==> config.mk <==
export PLATFORM = sky130hd
export DESIGN_NAME = drc_top
export DESIGN_NICKNAME = d
export VERILOG_FILES = /design/src/rtl/drc_pkg.sv /design/src/rtl/drc_top.sv
export SDC_FILE = /design/constraint.sdc
export NUM_CORES = 1
export LEC_CHECK = 0
export ABC_AREA = 1
export ABC_CLOCK_PERIOD_IN_PS = 1350
export BUFFER_PORTS_ARGS = -buffer_cell sky130_fd_sc_hd__buf_2
export CAP_MARGIN = 20
export CORE_ASPECT_RATIO = 1.5
export CORE_MARGIN = 8
export CORE_UTILIZATION = 38
export CTS_BUF_LIST = sky130_fd_sc_hd__clkbuf_8
export CTS_CLUSTER_DIAMETER = 80
export DETAILED_ROUTE_END_ITERATION = 10
export GPL_ROUTABILITY_DRIVEN = 0
export PLACE_DENSITY = 0.82
export SYNTH_ARGS = -nofsm -noshare
export SYNTH_HDL_FRONTEND = slang
export SYNTH_SLANG_ARGS = --single-unit
==> constraint.sdc <==
create_clock -name CLK_I -period 1.35 [get_ports CLK_I]
set_input_delay 0.27 -clock CLK_I [delete_from_list [all_inputs] [get_ports CLK_I]]
set_output_delay 0.27 -clock CLK_I [all_outputs]
set_load 0.01 [all_outputs]
==> src/rtl/drc_pkg.sv <==
// package for the reference converter control block: map, fields, types
package drc_pkg;
  // register byte addresses on the AXI4-Lite bus
  localparam logic [3:0] CTRL_ADDR = 4'h0;
  localparam logic [3:0] LEVEL_ADDR = 4'h4;
  // control field positions
  localparam int EN_BIT = 7;
  localparam int OE1_BIT = 5;
  localparam int OE2_BIT = 4;
  localparam int PSS_LSB = 2;
  localparam int NSS_BIT = 0;
  // writable masks, unimplemented positions stay zero
  localparam logic [7:0] CTRL_MASK = 8'hBD;
  localparam logic [7:0] LEVEL_MASK = 8'h1F;
  // values after reset
  localparam logic [7:0] CTRL_RESET = 8'h00;
  localparam logic [4:0] LEVEL_RESET = 5'h00;
  localparam int LEVEL_WIDTH = 5;
  localparam int TAP_COUNT = 32;
  // axi responses
  localparam logic [1:0] RESP_OKAY = 2'h0;
  localparam logic [1:0] RESP_SLVERR = 2'h2;

  // positive source codes
  typedef enum logic [1:0] {
    PSRC_SUPPLY = 2'h0,
    PSRC_EXT_REF = 2'h1,
    PSRC_FIXED_BUF = 2'h2,
    PSRC_RESERVED = 2'h3
  } drc_psrc_type;

  // control register layout
  typedef struct packed {
    logic enable;
    logic unused6;
    logic pin_one_output_enable;
    logic pin_two_output_enable;
    drc_psrc_type positive_source_select;
    logic unused1;
    logic negative_source_select;
  } drc_ctrl_type;

  // per-pin override bundle toward the port logic
  typedef struct packed {
    logic analog_route;
    logic driver_off;
    logic pullup_off;
    logic input_off;
  } drc_pin_type;

  // write channel state
  typedef enum logic [1:0] {
    WR_IDLE = 2'h0,
    WR_RESP = 2'h1
  } drc_wstate_type;

  // complete module state
  typedef struct packed {
    drc_ctrl_type ctrl;
    logic [4:0] level;
    logic have_aw;
    logic have_w;
    logic [3:0] awaddr;
    logic [31:0] wdata;
    logic [3:0] wstrb;
    drc_wstate_type wstate;
    logic [1:0] bresp;
    logic rvalid;
    logic [31:0] rdata;
    logic [1:0] rresp;
  } drc_state_type;
endpackage : drc_pkg

==> src/rtl/drc_top.sv <==
// reference converter control block with AXI4-Lite register slave
`timescale 1ns/1ns
module drc_top #(
  parameter int LEVEL_WIDTH = 5
) (
  // clock and reset
  input wire logic CLK_I,
  input wire logic RST_B_I,
  // axi4-lite write address and data
  input wire logic [3:0] S_AXI_AWADDR_I,
  input wire logic S_AXI_AWVALID_I,
  output logic S_AXI_AWREADY_O,
  input wire logic [31:0] S_AXI_WDATA_I,
  input wire logic [3:0] S_AXI_WSTRB_I,
  input wire logic S_AXI_WVALID_I,
  output logic S_AXI_WREADY_O,
  // axi4-lite write response
  output logic [1:0] S_AXI_BRESP_O,
  output logic S_AXI_BVALID_O,
  input wire logic S_AXI_BREADY_I,
  // axi4-lite read
  input wire logic [3:0] S_AXI_ARADDR_I,
  input wire logic S_AXI_ARVALID_I,
  output logic S_AXI_ARREADY_O,
  output logic [31:0] S_AXI_RDATA_O,
  output logic [1:0] S_AXI_RRESP_O,
  output logic S_AXI_RVALID_O,
  input wire logic S_AXI_RREADY_I,
  // digital pin levels from the port logic
  input wire logic PIN_ONE_IN_I,
  input wire logic PIN_TWO_IN_I,
  // ladder control toward the analog core
  output logic CONVERTER_ENABLE_O,
  output logic [31:0] LADDER_TAP_O,
  output logic [1:0] POSITIVE_SOURCE_O,
  output logic POS_SOURCE_VALID_O,
  output logic NEGATIVE_SOURCE_O,
  // output routing to the selectable consumers
  output logic FIRST_OUTPUT_PIN_ROUTE_O,
  output logic SECOND_OUTPUT_PIN_ROUTE_O,
  output logic COMPARATOR_SOURCE_OK_O,
  output logic ADC_SOURCE_OK_O,
  // pin overrides and filtered digital reads
  output logic [3:0] PIN_ONE_OVERRIDE_O,
  output logic [3:0] PIN_TWO_OVERRIDE_O,
  output logic PIN_ONE_READ_O,
  output logic PIN_TWO_READ_O
);

  drc_pkg::drc_state_type state_reg;
  drc_pkg::drc_state_type state_next;
  drc_pkg::drc_ctrl_type ctrl_w;
  logic aw_take;
  logic w_take;
  logic ar_take;
  logic [7:0] rd_byte;
  logic rd_hit;

  // handshake readies are combinational; one write and one read at a time
  assign aw_take = S_AXI_AWVALID_I && !state_reg.have_aw &&
                   state_reg.wstate == drc_pkg::WR_IDLE;
  assign w_take = S_AXI_WVALID_I && !state_reg.have_w &&
                  state_reg.wstate == drc_pkg::WR_IDLE;
  assign ar_take = S_AXI_ARVALID_I && !state_reg.rvalid;
  assign S_AXI_AWREADY_O = !state_reg.have_aw &&
                           state_reg.wstate == drc_pkg::WR_IDLE;
  assign S_AXI_WREADY_O = !state_reg.have_w &&
                          state_reg.wstate == drc_pkg::WR_IDLE;
  assign S_AXI_ARREADY_O = !state_reg.rvalid;
  assign S_AXI_BVALID_O = state_reg.wstate == drc_pkg::WR_RESP;
  assign S_AXI_BRESP_O = state_reg.bresp;
  assign S_AXI_RVALID_O = state_reg.rvalid;
  assign S_AXI_RDATA_O = state_reg.rdata;
  assign S_AXI_RRESP_O = state_reg.rresp;

  // read decode; masks keep unimplemented bits at zero
  always_comb begin
    rd_byte = 8'h00;
    rd_hit = 1'b1;
    if (S_AXI_ARADDR_I[3:2] == drc_pkg::CTRL_ADDR[3:2]) begin
      rd_byte = state_reg.ctrl & drc_pkg::CTRL_MASK;
    end else if (S_AXI_ARADDR_I[3:2] == drc_pkg::LEVEL_ADDR[3:2]) begin
      rd_byte = {3'h0, state_reg.level};
    end else begin
      rd_hit = 1'b0;
    end
  end

  // next state: bus slave plus the two registers
  always_comb begin
    state_next = state_reg;
    ctrl_w = state_reg.ctrl;
    if (aw_take) begin
      state_next.have_aw = 1'b1;
      state_next.awaddr = S_AXI_AWADDR_I;
    end
    if (w_take) begin
      state_next.have_w = 1'b1;
      state_next.wdata = S_AXI_WDATA_I;
      state_next.wstrb = S_AXI_WSTRB_I;
    end
    case (state_reg.wstate)
      drc_pkg::WR_IDLE: begin
        if (state_reg.have_aw && state_reg.have_w) begin
          state_next.have_aw = 1'b0;
          state_next.have_w = 1'b0;
          state_next.wstate = drc_pkg::WR_RESP;
          state_next.bresp = drc_pkg::RESP_OKAY;
          // only byte lane 0 carries register bits
          if (state_reg.awaddr[3:2] == drc_pkg::CTRL_ADDR[3:2]) begin
            if (state_reg.wstrb[0]) begin
              ctrl_w = state_reg.wdata[7:0] & drc_pkg::CTRL_MASK;
              state_next.ctrl = ctrl_w;
            end
          end else if (state_reg.awaddr[3:2] ==
                       drc_pkg::LEVEL_ADDR[3:2]) begin
            if (state_reg.wstrb[0]) begin
              state_next.level = state_reg.wdata[4:0];
            end
          end else begin
            state_next.bresp = drc_pkg::RESP_SLVERR;
          end
        end
      end
      drc_pkg::WR_RESP: begin
        if (S_AXI_BREADY_I) begin
          state_next.wstate = drc_pkg::WR_IDLE;
        end
      end
      default: begin
        state_next.wstate = drc_pkg::WR_IDLE;
      end
    endcase
    // read answers one cycle after the address is taken
    if (ar_take) begin
      state_next.rvalid = 1'b1;
      state_next.rdata = {24'h000000, rd_byte};
      state_next.rresp = rd_hit ? drc_pkg::RESP_OKAY : drc_pkg::RESP_SLVERR;
    end else if (state_reg.rvalid && S_AXI_RREADY_I) begin
      state_next.rvalid = 1'b0;
    end
  end

  // only device reset clears the state; sleep has no path in here
  always_ff @(posedge CLK_I or negedge RST_B_I) begin
    if (!RST_B_I) begin
      state_reg <= '0;
      state_reg.ctrl <= drc_pkg::CTRL_RESET;
      state_reg.level <= drc_pkg::LEVEL_RESET;
    end else begin
      state_reg <= state_next;
    end
  end

  // ladder enable and source selection
  assign CONVERTER_ENABLE_O = state_reg.ctrl.enable;
  assign POSITIVE_SOURCE_O = state_reg.ctrl.positive_source_select;
  // reserved code leaves the top of the ladder unconnected
  assign POS_SOURCE_VALID_O = state_reg.ctrl.positive_source_select !=
                              drc_pkg::PSRC_RESERVED;
  assign NEGATIVE_SOURCE_O = state_reg.ctrl.negative_source_select;

  // one-hot tap: vout = vneg + span * code / 2^5, none while disabled
  genvar t;
  generate
    for (t = 0; t < drc_pkg::TAP_COUNT; t++) begin : g_tap
      assign LADDER_TAP_O[t] = state_reg.ctrl.enable &&
        (state_reg.level == LEVEL_WIDTH'(t));
    end
  endgenerate

  // pin routing follows its own enable even with the converter off
  assign FIRST_OUTPUT_PIN_ROUTE_O =
    state_reg.ctrl.pin_one_output_enable;
  assign SECOND_OUTPUT_PIN_ROUTE_O =
    state_reg.ctrl.pin_two_output_enable;
  assign COMPARATOR_SOURCE_OK_O = state_reg.ctrl.enable;
  assign ADC_SOURCE_OK_O = state_reg.ctrl.enable;

  // a routed pin loses driver, pull-up and input detector
  assign PIN_ONE_OVERRIDE_O = {4{state_reg.ctrl.pin_one_output_enable}};
  assign PIN_TWO_OVERRIDE_O = {4{state_reg.ctrl.pin_two_output_enable}};
  assign PIN_ONE_READ_O = PIN_ONE_IN_I &&
                          !state_reg.ctrl.pin_one_output_enable;
  assign PIN_TWO_READ_O = PIN_TWO_IN_I &&
                          !state_reg.ctrl.pin_two_output_enable;

endmodule : drc_top

==> impl_metrics.csv, run 1 <==
group,metric,value,unit
run_status,status,"complete, but fails checks",
run_status,violations,"hold timing, setup timing",
power,peakVddDrop,699.0,uV
sta,worst_hold_slack,-0.008641,ns
sta,setup_tns,-5.638,ns
logic_synthesis,synth_top_cell_area_share,41.29,%
worst_setup_path,timing.rr.end,"ADC_SOURCE_OK_O",
sta,worst_slack,-0.2179,ns
floorplan,io_pins,145,
logic_synthesis,netlist_instances,286,
floorplan,die_x,76.13,um
logic_synthesis,synthTopCellsByArea,"dfrtp_1, buf_4, nand2_1",
placement,hpwl,4058,um
drt,via_per_inst,4.393,
drt,drtPass1Iterations,4,
sta,rsz0062_at_grt,"yes",
logic_synthesis,synth_warnings,0,
drt,wl,5344,um
power,total_power,4661,uW
global_route,overflow,0,
drt,wl_per_cell,12.29,um
power,power.density,1818,nW/um^2
drt,vias,1911,
sta,max_freq,0.6378,GHz
placement,port_buffers,85,
layout,nFillCells,548,
logic_synthesis,synth-seq-area-share,41.29,%
sta,finalHoldViolCount,7,
layout,largest_reg_flops,18,
drt,dr.first_iter.drc_count,120,
worst_setup_path,worstReg2RegStart,"state_reg[37]",
placement,pre_cts_ws,-0.01663,ns
worst_setup_path,cp_max_fo,5,
sta,timing.final.crit_share,116.1,%
clock_tree,cts_root_buf,"clkbuf_8",
job,maxCapViolCount,0,
clock_tree,clk_latency,0.28,ns
layout,diodes,0,
logic_synthesis,synth_cell_type_count,15,
floorplan,die-area,8084,um^2
layout,fin_nets,417,
worst_setup_path,cp-end-kind,"output port",
layout,fin_area,2564,um^2
clock_tree,htreeDepth,2,
sta,fin_skew,0.007077,ns
logic_synthesis,avgSynthCellArea,7.205,um^2
global_route,grt_max_degree,35,
worst_setup_path,r2r_cells,5,
hold_path,worstHoldPathType,"input pin to async pin",
floorplan,rows,33,
clock_tree,clock_path_buffers,2,
drt,final_antenna_net_count,0,
floorplan,die_h,106.2,um
worst_setup_path,path_class,"flip-flop to output port",
worst_setup_path,critPathLaunchType,"flip-flop",
power,leakage,0.001497,uW
sta,fin_crit,1.568,ns
worst_setup_path,crit_required,1.08,ns
floorplan,core-area,5368,um^2
clock_tree,numCtsBuffers,5,
global_route,grt_pass1_wl,8852,um
sta,finalSetupViolCount,32,
floorplan,start_util,38.39,%
layout,areaGrowthSynthToFinish,24.41,%
layout,layout-drive-gt1-share,39.45,%
logic_synthesis,yosysTopAreaCell,"dfrtp_1",
worst_setup_path,worstPathArrival,1.30,ns
drt,drc,0,
clock_tree,clk_pin_slew,0.07,ns
global_route,grt_use_total,12.85,%
global_route,grt_pass1_vias,1998,
logic_synthesis,yosys_register_bits,34,
worst_setup_path,regToRegSetupSlack,0.13,ns
placement,dpl_cell_area,2315,um^2
clock_tree,clock_sinks,34,
logic_synthesis,syn-cell-area,2061,um^2
clock_tree,cts_tree,"built",
global_route,antenna_found_initial,0,
sta,slew_viol_final,0,
[what timing repair did]
action                     in CTS  in global routing
setup endpoints to repair      34                 39
hold buffers                    0                  0
gates cloned                    1                  0
resized for setup              29                  9
buffers inserted                7                  1
pin swaps                      16                  6
[through the flow]
stage | utilization [%] | cells
6_report | 47.76 | 435
5_1_grt | 47.76 | 435
4_1_cts | 47.27 | 434
3_5_place_dp | 43.12 | 418
3_3_place_gp | 43.12 | 418
2_1_floorplan | - | 312
[how the worst max path moves through the flow]
stage | start | end | slack, ns | cells past startpoint
after floorplan | ADC_SOURCE_OK_O | LADDER_TAP_O[0] | 0.09 | 3
after global placement | state_reg[85] | LADDER_TAP_O[0] | 0.002 | 4
after detailed placement | state_reg[85] | LADDER_TAP_O[10] | -0.02 | 4
after CTS | state_reg[83] | LADDER_TAP_O[22] | -0.20 | 5
after global routing | state_reg[81] | LADDER_TAP_O[21] | -0.30 | 5
final | state_reg[82] | LADDER_TAP_O[22] | -0.22 | 5
[critical path, cell delays in order (launching register included)]
cell and delay, ns:
dfrtp_2 0.46, inv_2 0.07, nor2_4 0.14, nand2_1 0.09, nor2_1 0.11, buf_2 0.14
[power breakdown]
part | internal (uW) | switching (uW)
Sequential | 1410 | 461
Clock | 409 | 348
Combinational | 800 | 1230
[metal layers]
| layer | up-vias | global-route usage, % | wire length (um) |
|---|---|---|---|
| met4 | 0 | 5.939 | 80 |
| met3 | 6 | 3.294 | 275 |
| met1 | 877 | 13.70 | 2088 |
| met5 | - | 0 | 0 |
| li1 | 962 | - | - |
| met2 | 66 | 23.11 | 2901 |
[cell families after synthesis]
family / Yosys count / synth area share (%)
flip-flops: 34 / 41.29
buffers and inverters: 72 / 22.40
AND/OR/NAND/NOR: 176 / 35.40
AO/OA/AOI/OAI: 3 / 0.7284
other: 1 / 0.1820
[cell usage in the layout, fill, tap and decap left out, drive strengths merged]
cell,synthesis,layout
conb,1,27
inv,17,17
nand2,89,90
buf,52,98
dfrtp,34,34
clkinv,1,2
nand3,37,37
clkinvlp,0,1
o21ai,3,3
nor2,50,50
clkbuf,2,6
[synthesized netlist by cell type]
library cell and instances:
dfrtp_1 34, buf_6 1, nand2_1 87, nor2_2 1, conb_1 1, nor2_4 2
inv_1 17, clkbuf_1 2, nand2_2 2, nand3_1 37, nor2_1 47, clkinv_1 1
buf_4 48, o21ai_0 3, buf_2 3
[layout make-up]
class	count	area [um^2]	area share (%)
clock buffer	6	82.58	3.221
clock inverter	2	12.51	0.4880
inverter	18	67.56	2.635
multi-input combinational	207	929.6	36.26
sequential	34	860.8	33.58
tap	70	87.58	3.416
timing repair buffer	98	523.0	20.40
(Power assumes the default switching activity.)
==> run 2, diff against run 1 <==
MAX_ROUTING_LAYER = met4   (was default)
==> impl_metrics.csv, run 2 (synthesized netlist as in run 1, its figures left out) <==
group,metric,value,unit
layout,mostFrequentLayoutCells,"buf_2, nand2_1, nor2_1, nand3_1, conb_1",
floorplan,core-area,5368,um^2
worst_setup_path,path_class,"flip-flop to output port",
drt,wl_met3,244,um
power,total_power,4662,uW
run_status,status,"complete, but fails checks",
drt,vias,1908,
global_route,grt_pass1_vias,2002,
drt,final_antenna_net_count,0,
sta,worst_slack,-0.2398,ns
sta,rsz0062_at_grt,"yes",
worst_setup_path,crit_required,1.08,ns
drt,top_layer_used,"met4",
worst_setup_path,critical-path-top-delay-family,"flip-flops",
clock_tree,htreeDepth,2,
worst_setup_path,worstPathArrival,1.32,ns
power,power.density,1818,nW/um^2
sta,max_freq,0.6290,GHz
power,leakage,0.001497,uW
clock_tree,numCtsBuffers,5,
sta,slew_viol_final,0,
layout,layout-drive-gt1-share,39.45,%
drt,wl,5356,um
drt,drtPass1Iterations,4,
sta,fin_crit,1.590,ns
drt,dr.first_iter.drc_count,115,
worst_setup_path,r2r_cells,5,
layout,largest_reg_flops,18,
clock_tree,cts_root_buf,"clkbuf_8",
drt,wl_met1,2140,um
layout,fin_nets,417,
sta,fin_skew,0.007155,ns
drt,drc,0,
layout,final_common_cell,"buf_2",
job,maxCapViolCount,0,
floorplan,start_util,38.39,%
power,peakVddDrop,699.9,uV
drt,wl_per_cell,12.31,um
clock_tree,clock_sinks,34,
worst_setup_path,cp_cell_sequence,"inv_2, nor2_4, nand2_2, nor2_1, buf_2",
global_route,antenna_found_initial,0,
floorplan,die_h,106.2,um
global_route,grt_use_total,13.20,%
floorplan,die_x,76.13,um
sta,worst_hold_slack,-0.009723,ns
worst_setup_path,critPathLaunchType,"flip-flop",
clock_tree,cts_tree,"built",
worst_setup_path,cp_max_fo,5,
global_route,grt_pass1_wl,8845,um
placement,pre_cts_ws,-0.01663,ns
worst_setup_path,cp-end-kind,"output port",
global_route,grt_max_degree,35,
sta,finalHoldViolCount,8,
layout,fin_util,47.76,%
drt,wl_met2,2863,um
worst_setup_path,slowest_delay,0.46,ns
clock_tree,clk_latency,0.28,ns
clock_tree,clock_path_buffers,2,
global_route,overflow,0,
floorplan,io_pins,145,
worst_setup_path,crit_slowest_cell,"dfrtp_2",
sta,setup_tns,-5.784,ns
layout,areaGrowthSynthToFinish,24.41,%
floorplan,die-area,8084,um^2
placement,hpwl,4058,um
run_status,violations,"hold timing, setup timing",
worst_setup_path,critPathBufInv,2,
placement,port_buffers,85,
worst_setup_path,crit_cells,5,
drt,via_per_inst,4.386,
hold_path,worstHoldPathType,"input pin to async pin",
floorplan,rows,33,
clock_tree,clk_pin_slew,0.07,ns
layout,diodes,0,
sta,timing.final.crit_share,117.8,%
sta,finalSetupViolCount,32,
-- run 2: final cells by class --
| class | instances | area, um^2 |
|---|---|---|
| clock inverter | 2 | 12.51 |
| multi-input combinational | 207 | 929.6 |
| inverter | 18 | 67.56 |
| clock buffer | 6 | 82.58 |
| sequential | 34 | 860.8 |
| fill | 548 | 2804 |
| timing repair buffer | 98 | 523.0 |
| tap | 70 | 87.58 |
-- run 2: final timing paths --
kind                            slack (ns)        startpoint                  endpoint
worst max-delay path                 -0.24     state_reg[82]          LADDER_TAP_O[30]
worst min-delay path                 -0.01           RST_B_I             state_reg[77]
worst min register to register        0.47  S_AXI_RDATA_O[7]          S_AXI_RDATA_O[7]
max in group asynchronous             1.03           RST_B_I             state_reg[85]
min in group CLK_I                    0.17    S_AXI_BREADY_I             state_reg[37]
worst max register to register        0.14     state_reg[37]  FIRST_OUTPUT_PIN_ROUTE_O
-- run 2: metal layers --
| metal | track usage, % | vias to the layer above |
|---|---|---|
| li1 | - | 960 |
| met1 | 13.70 | 867 |
| met2 | 23.11 | 71 |
| met3 | 3.209 | 10 |
| met4 | 5.939 | 0 |
| met5 | - | - |
-- run 2: metrics by stage --
step | hold WS (ns) | cell area (um^2) | instances
finish | -0.009723 | 2564 | 435
global route | 0.02643 | 2564 | 435
CTS | 0.001400 | 2537 | 434
detailed placement | 0.3111 | 2315 | 418
global placement | 0.3084 | 2315 | 418
floorplan | -0.02559 | 2158 | 312
-- run 2: what timing repair did --
item	CTS	global route
hold buffers	0	0
buffers inserted	7	1
pin swaps	16	6
endpoints found under the hold margin	0	0
cloned	1	0
endpoints found under the setup margin	34	39
gates resized for setup	29	9
-- run 2: power breakdown --
| group | leakage (uW) | total, uW | switching, uW | internal [uW] |
|---|---|---|---|---|
| sequential | 0.000429 | 1870 | 461 | 1410 |
| clock | 0.0000472 | 758 | 349 | 409 |
| combinational | 0.00102 | 2030 | 1230 | 800 |
==> run 3, diff against run 2 <==
PLACE_DENSITY = 0.81   (was 0.82)
==> impl_metrics.csv, run 3 (synthesized netlist as in run 1, its figures left out) <==
group,metric,value,unit
clock_tree,cts_tree,"built",
worst_setup_path,slowest_delay,0.47,ns
clock_tree,cts_hold_buf,0,
worst_setup_path,crit_required,1.08,ns
run_status,violations,"hold timing, setup timing",
worst_setup_path,cp_cell_sequence,"inv_2, nor2_4, nand2_1, nor2_1, buf_2",
layout,fin_nets,417,
run_status,status,"complete, but fails checks",
worst_setup_path,critPathLaunchType,"flip-flop",
hold_path,worstHoldPathType,"input pin to async pin",
layout,final_common_cell,"buf_2",
floorplan,die-area,8084,um^2
clock_tree,htreeDepth,2,
worst_setup_path,cp-end-kind,"output port",
layout,seq_area,863.3,um^2
sta,max_freq,0.6317,GHz
clock_tree,numCtsBuffers,5,
drt,wl_per_cell,11.83,um
sta,slew_viol_final,0,
worst_setup_path,r2r_cells,5,
clock_tree,cts_root_buf,"clkbuf_8",
sta,fin_skew,0.004914,ns
layout,diodes,0,
sta,timing.final.crit_share,117.3,%
worst_setup_path,critical-path-top-delay-family,"flip-flops",
sta,worst_slack,-0.2331,ns
clock_tree,clk_latency,0.28,ns
placement,hpwl,4025,um
worst_setup_path,path_class,"flip-flop to output port",
drt,drtPass1Iterations,4,
layout,largest_reg_flops,18,
floorplan,die_x,76.13,um
global_route,grt_pass1_vias,1955,
worst_setup_path,worstPathArrival,1.31,ns
power,total_power,4728,uW
power,power.density,1819,nW/um^2
worst_setup_path,regToRegSetupSlack,0.14,ns
global_route,grt_use_total,13.03,%
worst_setup_path,critPathBufInv,2,
global_route,overflow,0,
layout,nFillCells,535,
placement,pre_cts_ws,-0.02876,ns
floorplan,core-area,5368,um^2
drt,final_antenna_net_count,0,
job,maxCapViolCount,0,
worst_setup_path,crit_slowest_cell,"dfrtp_2",
placement,dpl_cell_area,2322,um^2
sta,finalSetupViolCount,32,
floorplan,start_util,38.39,%
power,leakage,0.001508,uW
placement,port_buffers,85,
drt,via_per_inst,4.414,
drt,drc,0,
layout,fin_util,48.41,%
global_route,grt_max_degree,35,
sta,worst_hold_slack,-0.004182,ns
clock_tree,clock_sinks,34,
layout,mostFrequentLayoutCells,"buf_2, nand2_1, nand3_1, nor2_1, conb_1",
layout,layout-drive-gt1-share,42.19,%
drt,vias,1920,
sta,setup_tns,-5.872,ns
layout,areaGrowthSynthToFinish,26.11,%
sta,finalHoldViolCount,4,
drt,dr.first_iter.drc_count,81,
layout,multiInputGateArea,955.9,um^2
global_route,antenna_found_initial,0,
floorplan,io_pins,145,
drt,wl,5145,um
worst_setup_path,cp_max_fo,5,
sta,fin_crit,1.583,ns
power,peakVddDrop,700.5,uV
floorplan,rows,33,
clock_tree,clock_path_buffers,2,
sta,rsz0062_at_grt,"yes",
layout,fin_area,2599,um^2
global_route,grt_pass1_wl,8728,um
floorplan,die_h,106.2,um
clock_tree,clk_pin_slew,0.06,ns
worst_setup_path,crit_cells,5,
[run 3: cell count changes in the layout (fill, tap and decap cells not counted), sizes merged]
| cell | previous run | this run |
|---|---|---|
| buf | 98 | 99 |
| clkinvlp | 1 | 0 |
| inv | 17 | 18 |
| nand2 | 90 | 89 |
[run 3: layout make-up]
class	count	share of cell area [%]
clock buffer	6	3.178
clock inverter	2	0.3370
inverter	18	2.696
multi-input combinational	206	36.78
sequential	34	33.22
tap	70	3.370
timing repair buffer	99	20.41
[run 3: path summary, 6_finish.rpt]
path                                      from              end
worst max-delay path             state_reg[81]  LADDER_TAP_O[9]
worst min-delay path                   RST_B_I    state_reg[77]
worst max register to register   state_reg[37]  ADC_SOURCE_OK_O
worst min register to register   state_reg[44]    state_reg[44]
max in group asynchronous              RST_B_I    state_reg[83]
min in group CLK_I              S_AXI_BREADY_I    state_reg[37]
[run 3: timing repair]
item                       CTS  global route
pin swaps                    4            11
setup buffers                8             0
gates resized for setup     32            21
setup endpoints to repair   34            35
cloned                       0             0
[run 3: worst register-to-register path, stage by stage (launching register included)]
cell and delay, ns:
dfrtp_2 0.46, buf_4 0.17, nor2_1 0.09, nand3_1 0.20, nand2_1 0.12, nand2_1 0.05
[run 3: per-layer routing]
metal  share of wire, %  wire length [um]  global-route usage [%]
met3                5.6               288                   3.294
met2                 53              2738                   23.29
met5                  0                 0                       -
met1                 39              1989                   13.22
met4                2.5               128                   5.387
[run 3: where the power goes]
group	internal (uW)	switching, uW
registers	1420	492
logic	832	1250
clock network	403	335
[run 3: metrics by stage]
stage / hold WS, ns / instances
floorplan: -0.02559 / 312
finish: -0.004182 / 435
global placement: 0.3074 / 419
CTS: 0.004295 / 435
global route: 0.02217 / 435
detailed placement: 0.3168 / 419
